===== src/hw/otd_pkg.sv =====
// constants for the opcode tail decoder
package otd_pkg;
    // instruction classes
    typedef enum logic [4:0] {
        OTD_NONE = 5'h00,
        OTD_RET_COND = 5'h01,
        OTD_ROT_RIGHT = 5'h02,
        OTD_RESTART = 5'h03,
        OTD_SUB_BORROW = 5'h04,
        OTD_SUB = 5'h05,
        OTD_STORE_PAIR = 5'h06,
        OTD_PAIR_TO_SP = 5'h07,
        OTD_STORE_ACC = 5'h08,
        OTD_STORE_IND = 5'h09,
        OTD_CARRY_SET = 5'h0A,
        OTD_SWAP_PAIRS = 5'h0B,
        OTD_XOR = 5'h0C,
        OTD_SWAP_STACK = 5'h0D,
        OTD_CALL_COND = 5'h0E
    } otd_class_e;

    // sequencer states
    typedef enum logic [2:0] {
        OTD_IDLE = 3'b001,
        OTD_RUN = 3'b010,
        OTD_ACK = 3'b100
    } otd_state_e;

    // flag vector positions
    localparam int FLAG_CARRY = 0;
    localparam int FLAG_ZERO = 1;
    localparam int FLAG_SIGN = 2;
    localparam int FLAG_PARITY = 3;
    localparam int FLAG_AUX = 4;
    localparam logic [4:0] FLAGS_ALL = 5'h1F;
    localparam logic [4:0] FLAGS_CARRY = 5'h01;
    localparam logic [4:0] FLAGS_NONE = 5'h00;

    // cycle counts
    localparam logic [4:0] CYC_4 = 5'h04;
    localparam logic [4:0] CYC_5 = 5'h05;
    localparam logic [4:0] CYC_7 = 5'h07;
    localparam logic [4:0] CYC_11 = 5'h0B;
    localparam logic [4:0] CYC_13 = 5'h0D;
    localparam logic [4:0] CYC_16 = 5'h10;
    localparam logic [4:0] CYC_17 = 5'h11;
    localparam logic [4:0] CYC_18 = 5'h12;

    // opcodes
    localparam logic [7:0] OP_RET_EVEN = 8'hE8;
    localparam logic [7:0] OP_RET_ODD = 8'hE0;
    localparam logic [7:0] OP_RET_ZERO = 8'hC8;
    localparam logic [7:0] OP_ROT_RIGHT = 8'h0F;
    localparam logic [7:0] OP_SUB_BORROW_MEM = 8'h9E;
    localparam logic [7:0] OP_SUB_BORROW_IMM = 8'hDE;
    localparam logic [7:0] OP_SUB_MEM = 8'h96;
    localparam logic [7:0] OP_SUB_IMM = 8'hD6;
    localparam logic [7:0] OP_STORE_PAIR = 8'h22;
    localparam logic [7:0] OP_PAIR_TO_SP = 8'hF9;
    localparam logic [7:0] OP_STORE_ACC = 8'h32;
    localparam logic [7:0] OP_STORE_IND_BC = 8'h02;
    localparam logic [7:0] OP_STORE_IND_DE = 8'h12;
    localparam logic [7:0] OP_CARRY_SET = 8'h37;
    localparam logic [7:0] OP_SWAP_PAIRS = 8'hEB;
    localparam logic [7:0] OP_XOR_MEM = 8'hAE;
    localparam logic [7:0] OP_XOR_IMM = 8'hEE;
    localparam logic [7:0] OP_SWAP_STACK = 8'hE3;
    localparam logic [4:0] HI_SUB = 5'h12;
    localparam logic [4:0] HI_SUB_BORROW = 5'h13;
    localparam logic [4:0] HI_XOR = 5'h15;
    localparam logic [2:0] LO_MEM = 3'h6;
    localparam logic [1:0] HI_RESTART = 2'h3;
    localparam logic [2:0] LO_RESTART = 3'h7;
    localparam logic [1:0] HI_CALL = 2'h3;
    localparam logic [2:0] LO_CALL = 3'h4;
    // condition codes in opcode bits 5:3
    localparam logic [2:0] CC_NZ = 3'h0;
    localparam logic [2:0] CC_Z = 3'h1;
    localparam logic [2:0] CC_NC = 3'h2;
    localparam logic [2:0] CC_C = 3'h3;
    localparam logic [2:0] CC_PO = 3'h4;
    localparam logic [2:0] CC_PE = 3'h5;
    localparam logic [2:0] CC_P = 3'h6;
    localparam logic [2:0] CC_M = 3'h7;
endpackage : otd_pkg


===== src/hw/otd_op_table.sv =====
// combinational opcode table: class, length, cycles, flag mask
`timescale 1ns/1ns
`default_nettype none
module otd_op_table (
    input wire logic [7:0] opcode,
    input wire logic cond_true,
    output otd_pkg::otd_class_e op_class,
    output logic [1:0] op_bytes,
    output logic [4:0] op_cycles,
    output logic [4:0] op_flags,
    output logic [15:0] op_target
);
    always_comb begin
        op_class = otd_pkg::OTD_NONE;
        op_bytes = 2'h0;
        op_cycles = 5'h00;
        op_flags = otd_pkg::FLAGS_NONE;
        op_target = 16'h0000;
        if (opcode == otd_pkg::OP_RET_EVEN || opcode == otd_pkg::OP_RET_ODD
            || opcode == otd_pkg::OP_RET_ZERO) begin
            op_class = otd_pkg::OTD_RET_COND;
            op_bytes = 2'h1;
            op_cycles = cond_true ? otd_pkg::CYC_11 : otd_pkg::CYC_5;
        end else if (opcode == otd_pkg::OP_ROT_RIGHT) begin
            op_class = otd_pkg::OTD_ROT_RIGHT;
            op_bytes = 2'h1;
            op_cycles = otd_pkg::CYC_4;
            op_flags = otd_pkg::FLAGS_CARRY;
        end else if (opcode[7:6] == otd_pkg::HI_RESTART
                     && opcode[2:0] == otd_pkg::LO_RESTART) begin
            op_class = otd_pkg::OTD_RESTART;
            op_bytes = 2'h1;
            op_cycles = otd_pkg::CYC_11;
            op_target = {10'h000, opcode[5:3], 3'h0};
        end else if (opcode[7:3] == otd_pkg::HI_SUB_BORROW
                     || opcode == otd_pkg::OP_SUB_BORROW_IMM) begin
            op_class = otd_pkg::OTD_SUB_BORROW;
            op_bytes = (opcode == otd_pkg::OP_SUB_BORROW_IMM) ? 2'h2 : 2'h1;
            op_cycles = (opcode[2:0] == otd_pkg::LO_MEM)
                ? otd_pkg::CYC_7 : otd_pkg::CYC_4;
            op_flags = otd_pkg::FLAGS_ALL;
        end else if (opcode[7:3] == otd_pkg::HI_SUB
                     || opcode == otd_pkg::OP_SUB_IMM) begin
            op_class = otd_pkg::OTD_SUB;
            op_bytes = (opcode == otd_pkg::OP_SUB_IMM) ? 2'h2 : 2'h1;
            op_cycles = (opcode[2:0] == otd_pkg::LO_MEM)
                ? otd_pkg::CYC_7 : otd_pkg::CYC_4;
            op_flags = otd_pkg::FLAGS_ALL;
        end else if (opcode[7:3] == otd_pkg::HI_XOR
                     || opcode == otd_pkg::OP_XOR_IMM) begin
            op_class = otd_pkg::OTD_XOR;
            op_bytes = (opcode == otd_pkg::OP_XOR_IMM) ? 2'h2 : 2'h1;
            op_cycles = (opcode[2:0] == otd_pkg::LO_MEM)
                ? otd_pkg::CYC_7 : otd_pkg::CYC_4;
            op_flags = otd_pkg::FLAGS_ALL;
        end else if (opcode == otd_pkg::OP_STORE_PAIR) begin
            op_class = otd_pkg::OTD_STORE_PAIR;
            op_bytes = 2'h3;
            op_cycles = otd_pkg::CYC_16;
        end else if (opcode == otd_pkg::OP_PAIR_TO_SP) begin
            op_class = otd_pkg::OTD_PAIR_TO_SP;
            op_bytes = 2'h1;
            op_cycles = otd_pkg::CYC_5;
        end else if (opcode == otd_pkg::OP_STORE_ACC) begin
            op_class = otd_pkg::OTD_STORE_ACC;
            op_bytes = 2'h3;
            op_cycles = otd_pkg::CYC_13;
        end else if (opcode == otd_pkg::OP_STORE_IND_BC
                     || opcode == otd_pkg::OP_STORE_IND_DE) begin
            op_class = otd_pkg::OTD_STORE_IND;
            op_bytes = 2'h1;
            op_cycles = otd_pkg::CYC_7;
        end else if (opcode == otd_pkg::OP_CARRY_SET) begin
            op_class = otd_pkg::OTD_CARRY_SET;
            op_bytes = 2'h1;
            op_cycles = otd_pkg::CYC_4;
            op_flags = otd_pkg::FLAGS_CARRY;
        end else if (opcode == otd_pkg::OP_SWAP_PAIRS) begin
            op_class = otd_pkg::OTD_SWAP_PAIRS;
            op_bytes = 2'h1;
            op_cycles = otd_pkg::CYC_4;
        end else if (opcode == otd_pkg::OP_SWAP_STACK) begin
            op_class = otd_pkg::OTD_SWAP_STACK;
            op_bytes = 2'h1;
            op_cycles = otd_pkg::CYC_18;
        end else if (opcode[7:6] == otd_pkg::HI_CALL
                     && opcode[2:0] == otd_pkg::LO_CALL) begin
            op_class = otd_pkg::OTD_CALL_COND;
            op_bytes = 2'h3;
            op_cycles = cond_true ? otd_pkg::CYC_17 : otd_pkg::CYC_11;
        end
    end
endmodule : otd_op_table
`default_nettype wire


===== src/hw/otd_decode_tail.sv =====
// opcode tail decoder with cycle sequencer and interrupt acknowledge
// Behaviour
// - conditional returns E8, E0, C8 take 5 cycles, or 11 when taken.
// - opcode 0F rotates accumulator right in 4 cycles, carry only.
// - restart opcodes C7..FF jump to 0000..0038 in 11 cycles.
// - subtract with borrow 98-9F, 4 cycles, memory form 9E 7 cycles.
// - immediate subtract with borrow DE, two bytes, 7 cycles.
// - opcode 22 stores H-L at direct address, three bytes, 16 cycles.
// - opcode 32 stores accumulator at direct address, 13 cycles.
// - opcodes 02 and 12 store accumulator via B-C or D-E, 7 cycles.
// - opcode 37 sets carry in 4 cycles, other flags kept.
// - subtract 90-97 4 cycles, 96 memory 7, immediate D6 7 cycles.
// - opcode EB swaps H-L with D-E in 4 cycles.
// - xor A8-AF 4 cycles, AE memory 7, immediate EE 7 cycles.
// - opcode E3 swaps H-L with stack top in 18 cycles.
// - full-flag ops touch all five flags; carry-only ops just carry.
// - conditional calls take 11 cycles, or 17 when taken.
// - accepted interrupt raises acknowledge one cycle after the next cycle sync point.
`timescale 1ns/1ns
`default_nettype none
module otd_decode_tail (
    input wire logic clk,
    input wire logic sys_rst,
    input wire logic op_valid,
    input wire logic [7:0] op_code,
    input wire logic [4:0] flags_in,
    input wire logic irq_request,
    input wire logic irq_enable,
    input wire logic sync_point,
    output logic busy_r,
    output logic done_r,
    output logic hit_r,
    output otd_pkg::otd_class_e class_r,
    output logic [1:0] bytes_r,
    output logic [4:0] cycles_r,
    output logic [4:0] flag_mask_r,
    output logic taken_r,
    output logic [15:0] program_counter_r,
    output logic irq_ack_status_r
);
    otd_pkg::otd_state_e state_r;
    otd_pkg::otd_class_e tab_class;
    logic [1:0] tab_bytes;
    logic [4:0] tab_cycles;
    logic [4:0] tab_flags;
    logic [15:0] tab_target;
    logic [4:0] count_r;
    logic irq_meta_r;
    logic irq_sync_r;
    logic irq_pend_r;
    logic cond_true;
    logic last_cycle;

    function automatic logic cond_eval(input logic [2:0] cc,
                                       input logic [4:0] f);
        unique case (cc)
            otd_pkg::CC_NZ: cond_eval = !f[otd_pkg::FLAG_ZERO];
            otd_pkg::CC_Z: cond_eval = f[otd_pkg::FLAG_ZERO];
            otd_pkg::CC_NC: cond_eval = !f[otd_pkg::FLAG_CARRY];
            otd_pkg::CC_C: cond_eval = f[otd_pkg::FLAG_CARRY];
            otd_pkg::CC_PO: cond_eval = !f[otd_pkg::FLAG_PARITY];
            otd_pkg::CC_PE: cond_eval = f[otd_pkg::FLAG_PARITY];
            otd_pkg::CC_P: cond_eval = !f[otd_pkg::FLAG_SIGN];
            otd_pkg::CC_M: cond_eval = f[otd_pkg::FLAG_SIGN];
        endcase
    endfunction : cond_eval

    assign cond_true = cond_eval(op_code[5:3], flags_in);
    assign last_cycle = (state_r == otd_pkg::OTD_RUN) && (count_r == 5'h01);

    otd_op_table u_table (
        .opcode(op_code),
        .cond_true(cond_true),
        .op_class(tab_class),
        .op_bytes(tab_bytes),
        .op_cycles(tab_cycles),
        .op_flags(tab_flags),
        .op_target(tab_target)
    );

    // irq pin from another domain passes two flops
    always_ff @(posedge clk or posedge sys_rst) begin
        if (sys_rst) begin
            irq_meta_r <= 1'b0;
            irq_sync_r <= 1'b0;
        end else begin
            irq_meta_r <= irq_request;
            irq_sync_r <= irq_meta_r;
        end
    end

    // request sampled only on an instruction's last cycle
    always_ff @(posedge clk or posedge sys_rst) begin
        if (sys_rst) begin
            irq_pend_r <= 1'b0;
        end else if (last_cycle && irq_sync_r && irq_enable) begin
            irq_pend_r <= 1'b1;
        end else if (state_r == otd_pkg::OTD_ACK && sync_point) begin
            irq_pend_r <= 1'b0;
        end
    end

    // sequencer: idle, counting instruction cycles, acknowledge
    always_ff @(posedge clk or posedge sys_rst) begin
        if (sys_rst) begin
            state_r <= otd_pkg::OTD_IDLE;
            count_r <= 5'h00;
        end else begin
            unique case (state_r)
                otd_pkg::OTD_IDLE: begin
                    if (irq_pend_r) begin
                        state_r <= otd_pkg::OTD_ACK;
                    end else if (op_valid
                                 && tab_class != otd_pkg::OTD_NONE) begin
                        state_r <= otd_pkg::OTD_RUN;
                        count_r <= tab_cycles;
                    end
                end
                otd_pkg::OTD_RUN: begin
                    count_r <= count_r - 5'h01;
                    if (count_r == 5'h01) begin
                        state_r <= otd_pkg::OTD_IDLE;
                    end
                end
                otd_pkg::OTD_ACK: begin
                    if (sync_point) begin
                        state_r <= otd_pkg::OTD_IDLE;
                    end
                end
                default: begin
                    state_r <= otd_pkg::OTD_IDLE;
                end
            endcase
        end
    end

    // acknowledge status one cycle after the sync point following acceptance
    always_ff @(posedge clk or posedge sys_rst) begin
        if (sys_rst) begin
            irq_ack_status_r <= 1'b0;
        end else begin
            irq_ack_status_r <= (state_r == otd_pkg::OTD_ACK)
                && sync_point;
        end
    end

    // decode results latched whenever an opcode is offered in idle with no interrupt pending
    always_ff @(posedge clk or posedge sys_rst) begin
        if (sys_rst) begin
            hit_r <= 1'b0;
            class_r <= otd_pkg::OTD_NONE;
            bytes_r <= 2'h0;
            cycles_r <= 5'h00;
            flag_mask_r <= 5'h00;
            taken_r <= 1'b0;
            program_counter_r <= 16'h0000;
        end else if (state_r == otd_pkg::OTD_IDLE && op_valid
                     && !irq_pend_r) begin
            hit_r <= (tab_class != otd_pkg::OTD_NONE);
            class_r <= tab_class;
            bytes_r <= tab_bytes;
            cycles_r <= tab_cycles;
            flag_mask_r <= tab_flags;
            taken_r <= cond_true;
            if (tab_class == otd_pkg::OTD_RESTART) begin
                program_counter_r <= tab_target;
            end
        end
    end

    always_ff @(posedge clk or posedge sys_rst) begin
        if (sys_rst) begin
            busy_r <= 1'b0;
            done_r <= 1'b0;
        end else begin
            busy_r <= (state_r == otd_pkg::OTD_IDLE)
                ? (op_valid && !irq_pend_r
                   && tab_class != otd_pkg::OTD_NONE)
                : (state_r == otd_pkg::OTD_RUN && count_r != 5'h01);
            done_r <= last_cycle;
        end
    end

    a_unknown_silent: assert property (
        @(posedge clk) disable iff (sys_rst)
        (state_r == otd_pkg::OTD_IDLE && op_valid && !irq_pend_r
         && tab_class == otd_pkg::OTD_NONE) |=> !hit_r && !busy_r)
        else $error("unknown opcode raised decode output");

    a_ret_cycles: assert property (
        @(posedge clk) disable iff (sys_rst)
        (state_r == otd_pkg::OTD_IDLE && op_valid && !irq_pend_r
         && op_code == otd_pkg::OP_RET_ZERO)
        |=> cycles_r == (flags_in[otd_pkg::FLAG_ZERO]
            ? otd_pkg::CYC_11 : otd_pkg::CYC_5))
        else $error("conditional return cycle count wrong");

    a_rot_carry: assert property (
        @(posedge clk) disable iff (sys_rst)
        (state_r == otd_pkg::OTD_IDLE && op_valid && !irq_pend_r
         && op_code == otd_pkg::OP_ROT_RIGHT)
        |=> flag_mask_r == 5'h01 && cycles_r == 5'h04)
        else $error("rotate right decode wrong");

    a_restart_pc: assert property (
        @(posedge clk) disable iff (sys_rst)
        (state_r == otd_pkg::OTD_IDLE && op_valid && !irq_pend_r
         && op_code == 8'hEF) |=> program_counter_r == 16'h0028
         && cycles_r == 5'h0B)
        else $error("restart target wrong");

    a_sbb_mem: assert property (
        @(posedge clk) disable iff (sys_rst)
        (state_r == otd_pkg::OTD_IDLE && op_valid && !irq_pend_r
         && op_code == 8'h9E) |=> cycles_r == 5'h07
         && flag_mask_r == 5'h1F)
        else $error("memory subtract with borrow decode wrong");

    a_sbi_len: assert property (
        @(posedge clk) disable iff (sys_rst)
        (state_r == otd_pkg::OTD_IDLE && op_valid && !irq_pend_r
         && op_code == 8'hDE) |=> bytes_r == 2'h2 && cycles_r == 5'h07)
        else $error("immediate subtract with borrow decode wrong");

    a_store_pair_direct_len: assert property (
        @(posedge clk) disable iff (sys_rst)
        (state_r == otd_pkg::OTD_IDLE && op_valid && !irq_pend_r
         && op_code == 8'h22)
        |=> busy_r [*8] ##8 busy_r ##1 (!busy_r && done_r))
        else $error("store pair did not take 16 cycles");

    a_swap_pair_with_stack_top_done: assert property (
        @(posedge clk) disable iff (sys_rst)
        (state_r == otd_pkg::OTD_IDLE && op_valid && !irq_pend_r
         && op_code == 8'hE3) |=> ##18 done_r)
        else $error("stack swap did not end after 18 cycles");

    a_ack_sync: assert property (
        @(posedge clk) disable iff (sys_rst)
        $rose(irq_ack_status_r) |-> $past(sync_point))
        else $error("acknowledge raised away from sync point");
endmodule : otd_decode_tail
`default_nettype wire


===== config.mk =====
export PLATFORM = sky130hd
export DESIGN_NAME = otd_decode_tail
export DESIGN_NICKNAME = d
export VERILOG_FILES = /design/src/hw/otd_pkg.sv /design/src/hw/otd_op_table.sv /design/src/hw/otd_decode_tail.sv
export SDC_FILE = /design/constraint.sdc
export NUM_CORES = 1
export LEC_CHECK = 0
export ABC_AREA = 1
export BUFFER_PORTS_ARGS = -buffer_cell sky130_fd_sc_hd__buf_2
export CORE_MARGIN = 2
export CORE_UTILIZATION = 48
export CTS_CLUSTER_SIZE = 30
export DETAILED_ROUTE_END_ITERATION = 8
export HOLD_SLACK_MARGIN = 0.02
export PLACE_DENSITY = 0.84
export SLEW_MARGIN = 25
export SYNTH_ARGS = -nofsm -noshare
export SYNTH_HDL_FRONTEND = slang
export SYNTH_SLANG_ARGS = --single-unit

===== constraint.sdc =====
create_clock -name clk -period 1.6 [get_ports clk]
set_input_delay 0.16 -clock clk [delete_from_list [all_inputs] [get_ports clk]]
set_output_delay 0.16 -clock clk [all_outputs]
set_load 0.05 [all_outputs]

==> flow_summary.ini, run 1 <==
[yosys]
synth_cell_type_count = 34
synth_area_per_cell_um2 = 7.05
syn_inst = 308
synth.largest_area_cell = dfrtp_1
syn_area_um2 = 2170
seq_area_frac_synth_pct = 36.9
synth_seq_cells = 32
synth_area_leaders = dfrtp_1 36%, nand2_1 16%, nand3_1 6.9%
yosysTopAreaCellShare_pct = 35.7
ys_warn_count = 0

[drt]
wl_per_cell_um = 11.9
drtIter0Drc = 121
drt_wl_total_mm = 5.31
vias = 2237
ant_nets = 0
drc = 0
avgViaCountPerCell = 4.99
drt_first_pass_iters = 5

[power_and_ir_drop]
fin_total_pwr_mw = 4.40
leakagePower_nw = 1.63
p_per_area_nw_per_um2 = 1550
clkPwrFrac_pct = 17.4
irDropWorstVdd_mv = 0.784
p_int_mw = 2.26
pwr-share-seq_pct = 29.0
pwr-share-comb_pct = 53.6
p_sw_mw = 2.14
switching_share_pct = 48.6

[clock_tree]
cts_made_buffers = 5
cts_root_buf = clkbuf_8
clk_latency_ns = 0.28
cts_tree = built
clock_path_buffers = 2
clkSinkCount = 32
clk_pin_slew_ns = 0.07
h-tree-depth = 2

[finish]
final_common_cell = nand2_1
final_area_um2 = 2840
drive_gt1_share_pct = 32.6
antenna_cells = 0
instances_no_fill = 448
area_growth_pct = 30.8
fin_nets = 416
mostFrequentLayoutCells = 92 x nand2_1, 43 x buf_4, 41 x buf_2

[sta]
clock.fmax_mhz = 676
fin_crit_ns = 1.48
fin_worst_skew_ns = 0.00778
setup-tns-final_ns = 0
finalCritPeriodShare_pct = 92.4
setup_viol = 0
hold_violations = 0
slew_violations = 0
postLayoutSetupSlackWorst_ns = 0.122

[worst_setup_path]
cp_num_buf_inv = 4
end_kind = register
startpoint = state_r[0]
cp.arrival_ns = 1.68
path_cells = inv_2 > nor3_4 > nand2_2 > buf_4 > buf_4 > buf_4 > o21ai_0
start_kind = register
critPathKind = reg -> reg
r2r_start = state_r[0]
path_delay_family = flip-flops
cpMaxStageDelayCell = dfstp_2
cp.required_ns = 1.80
path_common_cell = buf_4
crit_fanout = 3
cpPeakStageDelay_ns = 0.54

[grt]
antenna_found_initial = 0
top_usage_layer = met2
grt_util_met2_pct = 37.4
grt_first_pass_wirelength_mm = 9.09
grt_use_total_pct = 22.4
grtUsageMet1_pct = 29.6
grt_pass1_vias = 2074
gr-total-overflow = 0
grt.met3_usage_pct = 3.09
grt_max_degree = 33

[die]
die_h_um = 71.3
die-area_um2 = 5080
core_area_um2 = 4350
die_x_um = 71.3
initial_core_util_pct = 49.9
ioPinCount = 57
rows = 24

[job]
cap_violations = 0

[place]
place_area_um2 = 2660
portBuffers = 41
gp_congestion = 0.857
dpl.hpwl_mm = 4.11
placed_cells = 435
dp_slack_ns = -0.0864

[worst_hold_path]
hold_path_class = in -> reg
hold_start = irq_enable

[status]
status = completed
cells in the mapped netlist (all sizes together):
cell type / instances
o211ai: 1
a31oi: 3
a2bb2oi: 1
nor2: 35
conb: 1
buf: 21
nand2: 98
o22a: 1
nor3b: 1
inv: 41
ha: 2
o21ai: 12
xor2: 2
nor3: 8
dfstp: 1
nand4: 10
mux2i: 1
o31ai: 3
nand3: 31
nand3b: 1
dfrtp: 31
a21oi: 2
or2: 1
timing repair:
action	4_1_cts	5_1_grt
setup endpoints to repair	4	21
gates resized for setup	1	6
pin swaps	1	3
hold buffers	2	0
buffers inserted	1	2
hold endpoints to repair	32	0
tightest hold or removal path: cells and delay by family:
family	cells	cell delay, ns
AOI/OAI and AO/OA	1	0.06
and+or+nand+nor	1	0.06
buffers and inverters	1	0.07
final cells by class:
cell class | instances | area [µm²]
fill | 385 | 1510
multi-input combinational | 227 | 1140
sequential | 32 | 802
timing repair buffer | 88 | 571
inverter | 41 | 154
clock buffer | 5 | 68.8
tap | 52 | 65.1
clock inverter | 3 | 42.5
worst paths after layout:
path | end | slack [ns] | cells after the start
max in group asynchronous | state_r[0] | 0.79 | 4
setup reg to reg | state_r[1] | 0.12 | 7
setup / recovery | state_r[1] | 0.12 | 7
min in group asynchronous | program_counter_r[3] | 0.49 | 4
hold / removal | irq_pend_r | 0.11 | 3
hold reg to reg | irq_sync_r | 0.35 | 0
power groups by stage:
stage	logic, mW	clock network (mW)	registers, mW
6_report	2.36	0.765	1.28
5_1_grt	2.55	0.797	1.31
4_1_cts	2.26	0.768	1.28
3_5_place_dp	2.21	0	1.29
3_3_place_gp	2.16	0	1.27
2_1_floorplan	1.09	0	1.94
per-stage QoR:
step | hold WS (ns) | utilization, %
after floorplan | 0.191 | -
after global placement | 0.246 | 61.0
after detailed placement | 0.256 | 61.0
after CTS | 0.111 | 64.3
after global routing | 0.123 | 65.3
final | 0.110 | 65.3
logic make-up after synthesis:
logic type / synth area share (%)
other cells: 0.173
simple gates: 39.9
mux: 0.461
fa+ha+maj: 1.15
compound gates: 6.28
xor+xnor: 0.807
buf+inv: 14.3
flops: 36.9
registers in the layout, summed over array words and instances, names as in the netlist:
name / count
hit_r: 1
irq_meta_r: 1
cycles_r: 5
class_r: 4
program_counter_r: 3
bytes_r: 2
irq_pend_r: 1
flag_mask_r: 2
busy_r: 1
irq_sync_r: 1
taken_r: 1
irq_ack_status_r: 1
count_r: 5
done_r: 1
state_r: 3
layer usage:
layer | part of all wire (%) | vias to the layer above
met2 | 48 | 80
met3 | 6.1 | 11
met1 | 44 | 1017
met4 | 2.2 | 0
li1 | - | 1129
met5 | 0 | -
Note: power is estimated with default switching activity, not from simulation.
==> run 2, diff against run 1 <==
--- a/config.mk
+++ b/config.mk
@@ -14,4 +14,5 @@
 export HOLD_SLACK_MARGIN = 0.02
 export PLACE_DENSITY = 0.84
+export REMOVE_ABC_BUFFERS = 1
 export SLEW_MARGIN = 25
 export SYNTH_ARGS = -nofsm -noshare
==> constraint.sdc (replaced) <==
create_clock -name clk -period 1.6 [get_ports clk]
set_input_delay 0.16 -clock clk [delete_from_list [all_inputs] [get_ports clk]]
set_output_delay 0.16 -clock clk [all_outputs]
set_load 0.005 [all_outputs]
==> run 2 against run 1 <==
Against the previous run:
- count of clock-buffer cells in the layout stayed put
- final area is 1.4% lower
- largest power group unchanged
- register-to-register slack worse by 0.06 ns
==> flow_summary.ini, run 2 (synthesis gave the netlist of run 1 again) <==
[status]
status = completed

[grt]
gr-total-overflow = 0
grt_max_degree = 33
grt_first_pass_wirelength_mm = 9.29
antenna_found_initial = 0
grt_pass1_vias = 2183
grt_use_total_pct = 22.7

[worst_setup_path]
path_cells = inv_2 > nor3_4 > nand2_2 > nor2_4 > inv_1 > buf_4 > o31ai_1
cpPeakStageDelay_ns = 0.55
startpoint = state_r[0]
cpMaxStageDelayCell = dfstp_2
crit_fanout = 19
cp.arrival_ns = 1.71
path_delay_family = flip-flops
end_kind = register
critPathKind = reg -> reg
start_kind = register
cp_num_buf_inv = 3
r2r_start = state_r[0]
cp.required_ns = 1.78

[power_and_ir_drop]
p_sw_mw = 1.27
p_int_mw = 2.18
irDropWorstVdd_mv = 0.844
pwr-share-seq_pct = 37.3
switching_share_pct = 36.9
leakagePower_nw = 1.61
fin_total_pwr_mw = 3.45
pwr-share-comb_pct = 40.8
clkPwrFrac_pct = 21.9
p_per_area_nw_per_um2 = 1230

[clock_tree]
cts_tree = built
post_cts_buffers = 0
h-tree-depth = 2
clkSinkCount = 32
clk_latency_ns = 0.28
clk_pin_slew_ns = 0.07
cts_made_buffers = 5
cts_root_buf = clkbuf_8
clock_path_buffers = 2

[place]
gp_congestion = 0.917
dpl.hpwl_mm = 4.27
portBuffers = 41
placed_cells = 436

[job]
cap_violations = 0

[worst_hold_path]
hold_path_class = in -> reg
hold_start = irq_enable

[sta]
rsz0062_at_grt = true
setup-tns-final_ns = 0
hold_violations = 0
hold_slack_ns = 0.134
fin_worst_skew_ns = 0.00805
finalCritPeriodShare_pct = 96.1
clock.fmax_mhz = 650
setup_viol = 0
slew_violations = 0
fin_crit_ns = 1.54

[finish]
fin_util_pct = 64.3
antenna_cells = 0
n_fill_cell = 407
mostFrequentLayoutCells = 92 x nand2_1, 43 x buf_4, 41 x buf_2
instances_no_fill = 446
largestRegisters = count_r: 5 flops, cycles_r: 5 flops, class_r: 4 flops
final_common_cell = nand2_1
area_growth_pct = 29.0
drive_gt1_share_pct = 31.7
fin_nets = 414

[drt]
vias = 2217
wl_per_cell_um = 12.0
drc = 0
drt_first_pass_iters = 4
drt_wl_total_mm = 5.34
ant_nets = 0
avgViaCountPerCell = 4.97
drtIter0Drc = 105

[die]
rows = 24
die_x_um = 71.3
die-area_um2 = 5080
initial_core_util_pct = 49.9
ioPinCount = 57
core_area_um2 = 4350
die_h_um = 71.3
## run 2: worst min-delay path, delay by kind of cell
| family | cells | cell delay [ns] |
|---|---|---|
| compound gates | 1 | 0.08 |
| simple gates | 1 | 0.07 |
| buf+inv | 1 | 0.07 |
## run 2: final timing paths
kind	endpoint	slack, ns	depth (start not counted)
setup / recovery	program_counter_r[5]	0.06	7
hold / removal	irq_pend_r	0.13	3
setup reg to reg	program_counter_r[5]	0.06	7
hold reg to reg	irq_sync_r	0.36	0
max in group asynchronous	state_r[0]	0.79	4
min in group asynchronous	done_r	0.49	4
## run 2: metrics by stage
stage          worst slack (ns)  cell area [µm²]
2_1_floorplan            -0.315             2060
3_3_place_gp            -0.0228             2660
3_5_place_dp            -0.0592             2660
4_1_cts                  0.0163             2790
5_1_grt                 -0.0272             2800
6_report                 0.0622             2800
## run 2: cell type report
type,instances,area [µm²],share of cell area (%)
Multi-Input combinational cell,227,1120,40.0
Sequential cell,32,802,28.6
Inverter,41,154,5.49
Clock inverter,3,42.5,1.52
Tap cell,52,65.1,2.32
Clock buffer,5,68.8,2.46
Timing Repair Buffer,86,548,19.6
## run 2: routing by layer
layer	vias to the layer above	part of all wire [%]	routed length, µm	GRT usage, %
met5	-	0	0	0
met1	1026	45	2380	30.3
met3	7	4.9	262	3.80
li1	1123	-	-	-
met4	0	1.2	66	8.18
met2	61	49	2630	37.3
## run 2: power by group through the flow
stage	Clock, mW	Combinational [mW]	Sequential (mW)
2_1_floorplan	0	0.756	1.30
3_3_place_gp	0	1.32	1.28
3_5_place_dp	0	1.37	1.30
4_1_cts	0.770	1.39	1.29
5_1_grt	0.817	1.59	1.33
6_report	0.755	1.41	1.29
## run 2: timing repair
| action | CTS | global route |
|---|---|---|
| hold buffers | 2 | 0 |
| setup endpoints to repair | 0 | 6 |
| gates resized for setup | 0 | 4 |
| endpoints found under the hold margin | 32 | 0 |
==> run 3, diff against run 2 <==
Settings changed: ABC_AREA 1 to default, CAP_MARGIN from default to 20, CORE_UTILIZATION 48 to 53, PLACE_DENSITY 0.84 to 0.87.
Clock period 1.6 ns to 1.5 ns, I/O delays scaled along.
==> run 3 against run 2 <==
Against the previous run:
- the flow now finishes with violations (setup timing)
- combinational power rose by 58%
- final area rose by 33%
- sequential power rose by 7%
- synthesized area rose by 0.86%
- non-clock buffer count up 53
- die area is 8.2% lower
- critical endpoint is now count_r[2]
- largest power group unchanged
==> flow_summary.ini, run 3 <==
[clock_tree]
cts_root_buf = clkbuf_8
clock_path_buffers = 2
clk_latency_ns = 0.30
cts_tree = built
clkSinkCount = 32
h-tree-depth = 2
clk_pin_slew_ns = 0.08
cts_made_buffers = 5

[worst_setup_path]
start_kind = input port
end_kind = register
path_delay_family = simple AND/OR/NAND/NOR gates
rrSetupSlack_ns = -0.48
cpMaxStageDelayCell = nor4_4
crit_fanout = 6
cp_num_buf_inv = 3
critPathKind = in -> reg
path_common_cell = buf_4
path_cells = buf_8 > buf_4 > and3_1 > nand3_1 > a21o_1 > nand2_2 > nor4_4 > buf_4 > nand2_1 > o311a_1
cpPeakStageDelay_ns = 0.40
cp.arrival_ns = 2.15
cp.required_ns = 1.67

[job]
cap_violations = 0

[grt]
grt_max_degree = 33
grt_use_total_pct = 38.3
grt_pass1_vias = 2508
grt_first_pass_wirelength_mm = 12.7
gr-total-overflow = 0
antenna_found_initial = 1

[place]
gp_congestion = 0.920
place_area_um2 = 2870
portBuffers = 41
dp_slack_ns = -0.602
dpl.hpwl_mm = 5.04
placed_cells = 393

[sta]
max-slew-margin-rel_pct = 61.6
setup-tns-final_ns = -7.19
setup_viol = 26
finalCritPeriodShare_pct = 132
slew_violations = 0
hold_violations = 0
postLayoutSetupSlackWorst_ns = -0.483
fin_crit_ns = 1.98
rsz0062_at_grt = true
hold_slack_ns = 0.160
worst_slew_pin_slew_ns = 0.575
clock.fmax_mhz = 504
fin_worst_skew_ns = 0.0178

[finish]
instances_no_fill = 427
drive_gt1_share_pct = 58.4
fin_nets = 397
final_common_cell = buf_4
area_growth_pct = 69.6
final_area_um2 = 3720
antenna_cells = 0
n_fill_cell = 132
largestRegisters = count_r: 5 flops, cycles_r: 5 flops, class_r: 4 flops
fin_util_pct = 92.9
mostFrequentLayoutCells = 83 x buf_4, 34 x buf_2, 30 x dfrtp_1

[yosys]
ys_warn_count = 0
synth_cell_type_count = 67
synth_edf_count = 0
ys_top_cells_by_count = 31 x dfrtp_1, 29 x nand2_1, 18 x buf_4, 17 x o21ai_0, 15 x nor2_1
syn_inst = 244
synth_area_leaders = dfrtp_1 35%, buf_4 6.2%, nand2_1 5.0%
yosysTopAreaCellShare_pct = 35.4
synth_area_per_cell_um2 = 8.98
seq_area_frac_synth_pct = 36.6
synthFlopType = dfrtp_1
synth_seq_cells = 32
synthArstFlopShare_pct = 100
syn_area_um2 = 2190
synth.largest_area_cell = dfrtp_1
synth_most_common_cell = dfrtp_1

[power_and_ir_drop]
fin_total_pwr_mw = 4.48
clkPwrFrac_pct = 19.3
pwr-share-seq_pct = 30.9
irDropWorstVdd_mv = 0.732
p_int_mw = 2.64
switching_share_pct = 41.0
leakagePower_nw = 1.76
pwr-share-comb_pct = 49.8
p_per_area_nw_per_um2 = 1200
p_sw_mw = 1.83

[drt]
drt_wl_total_mm = 11.4
avgViaCountPerCell = 6.89
ant_nets = 0
drt_first_pass_iters = 5
drtIter0Drc = 393
vias = 2941
wl_per_cell_um = 26.7
drc = 0

[worst_hold_path]
hold_path_class = in -> reg

[die]
initial_core_util_pct = 54.8
rows = 23
die_h_um = 68.3
ioPinCount = 57
die-area_um2 = 4660
die_x_um = 68.3
core_area_um2 = 4000

[status]
status = finished, violations left
violations = setup timing
[run 3: layout make-up]
class	instances	area (µm²)	area share, %
inverters	8	30.0	0.808
clock inverters	2	35.0	0.943
flip-flops and latches	32	803	21.6
well taps	50	62.6	1.68
multi-input cells	190	1650	44.5
clock buffers	6	72.6	1.95
repair buffers	139	1060	28.5
[run 3: metal layers]
metal / global-route usage, % / part of all wire, %
met1: 42.6 / 33
met3: 8.88 / 10
met4: 28.5 / 10
met2: 63.5 / 46
met5: 0 / 0.061
[run 3: power by group through the flow]
stage	clock network, mW	registers [mW]	logic [mW]
floorplan	0	1.34	0.671
CTS	0.828	1.35	1.80
global placement	0	1.31	1.37
global route	0.893	1.40	2.34
finish	0.865	1.38	2.23
detailed placement	0	1.33	1.43
[run 3: worst paths after layout]
path	end	startpoint	cells past startpoint
min in group asynchronous	program_counter_r[4]	sys_rst	4
max reg2reg	program_counter_r[5]	state_r[0]	6
max	count_r[2]	op_code[7]	10
max in group asynchronous	state_r[0]	sys_rst	4
min reg2reg	irq_sync_r	irq_meta_r	0
min	state_r[2]	sync_point	3
[run 3: repair_timing]
action / in CTS / in global routing
buffers inserted: 17 / 11
setup endpoints to repair: 24 / 26
pin swaps: 24 / 28
hold buffers: 2 / 0
gates resized for setup: 70 / 60
gates cloned: 1 / 0
endpoints found under the hold margin: 32 / 0
[run 3: tightest hold or removal path: cells and delay by family]
kind                   cells  cell delay, ns
AND/OR/NAND/NOR            1            0.11
buffers and inverters      1            0.10
AO/OA/AOI/OAI              1            0.06
[run 3: logic make-up (layout without fill, tap and decap cells)]
logic type      count (synthesis)  count (layout)  share of synthesized area (%)
compound gates                 65              65                           22.6
xor+xnor                        2               2                          0.800
fa+ha+maj                       2               2                           1.14
buf+inv                        35             155                           9.65
flops                          32              32                           36.6
mux                             6               6                           2.97
other cells                     1              14                          0.171
simple gates                  101             101                           26.1
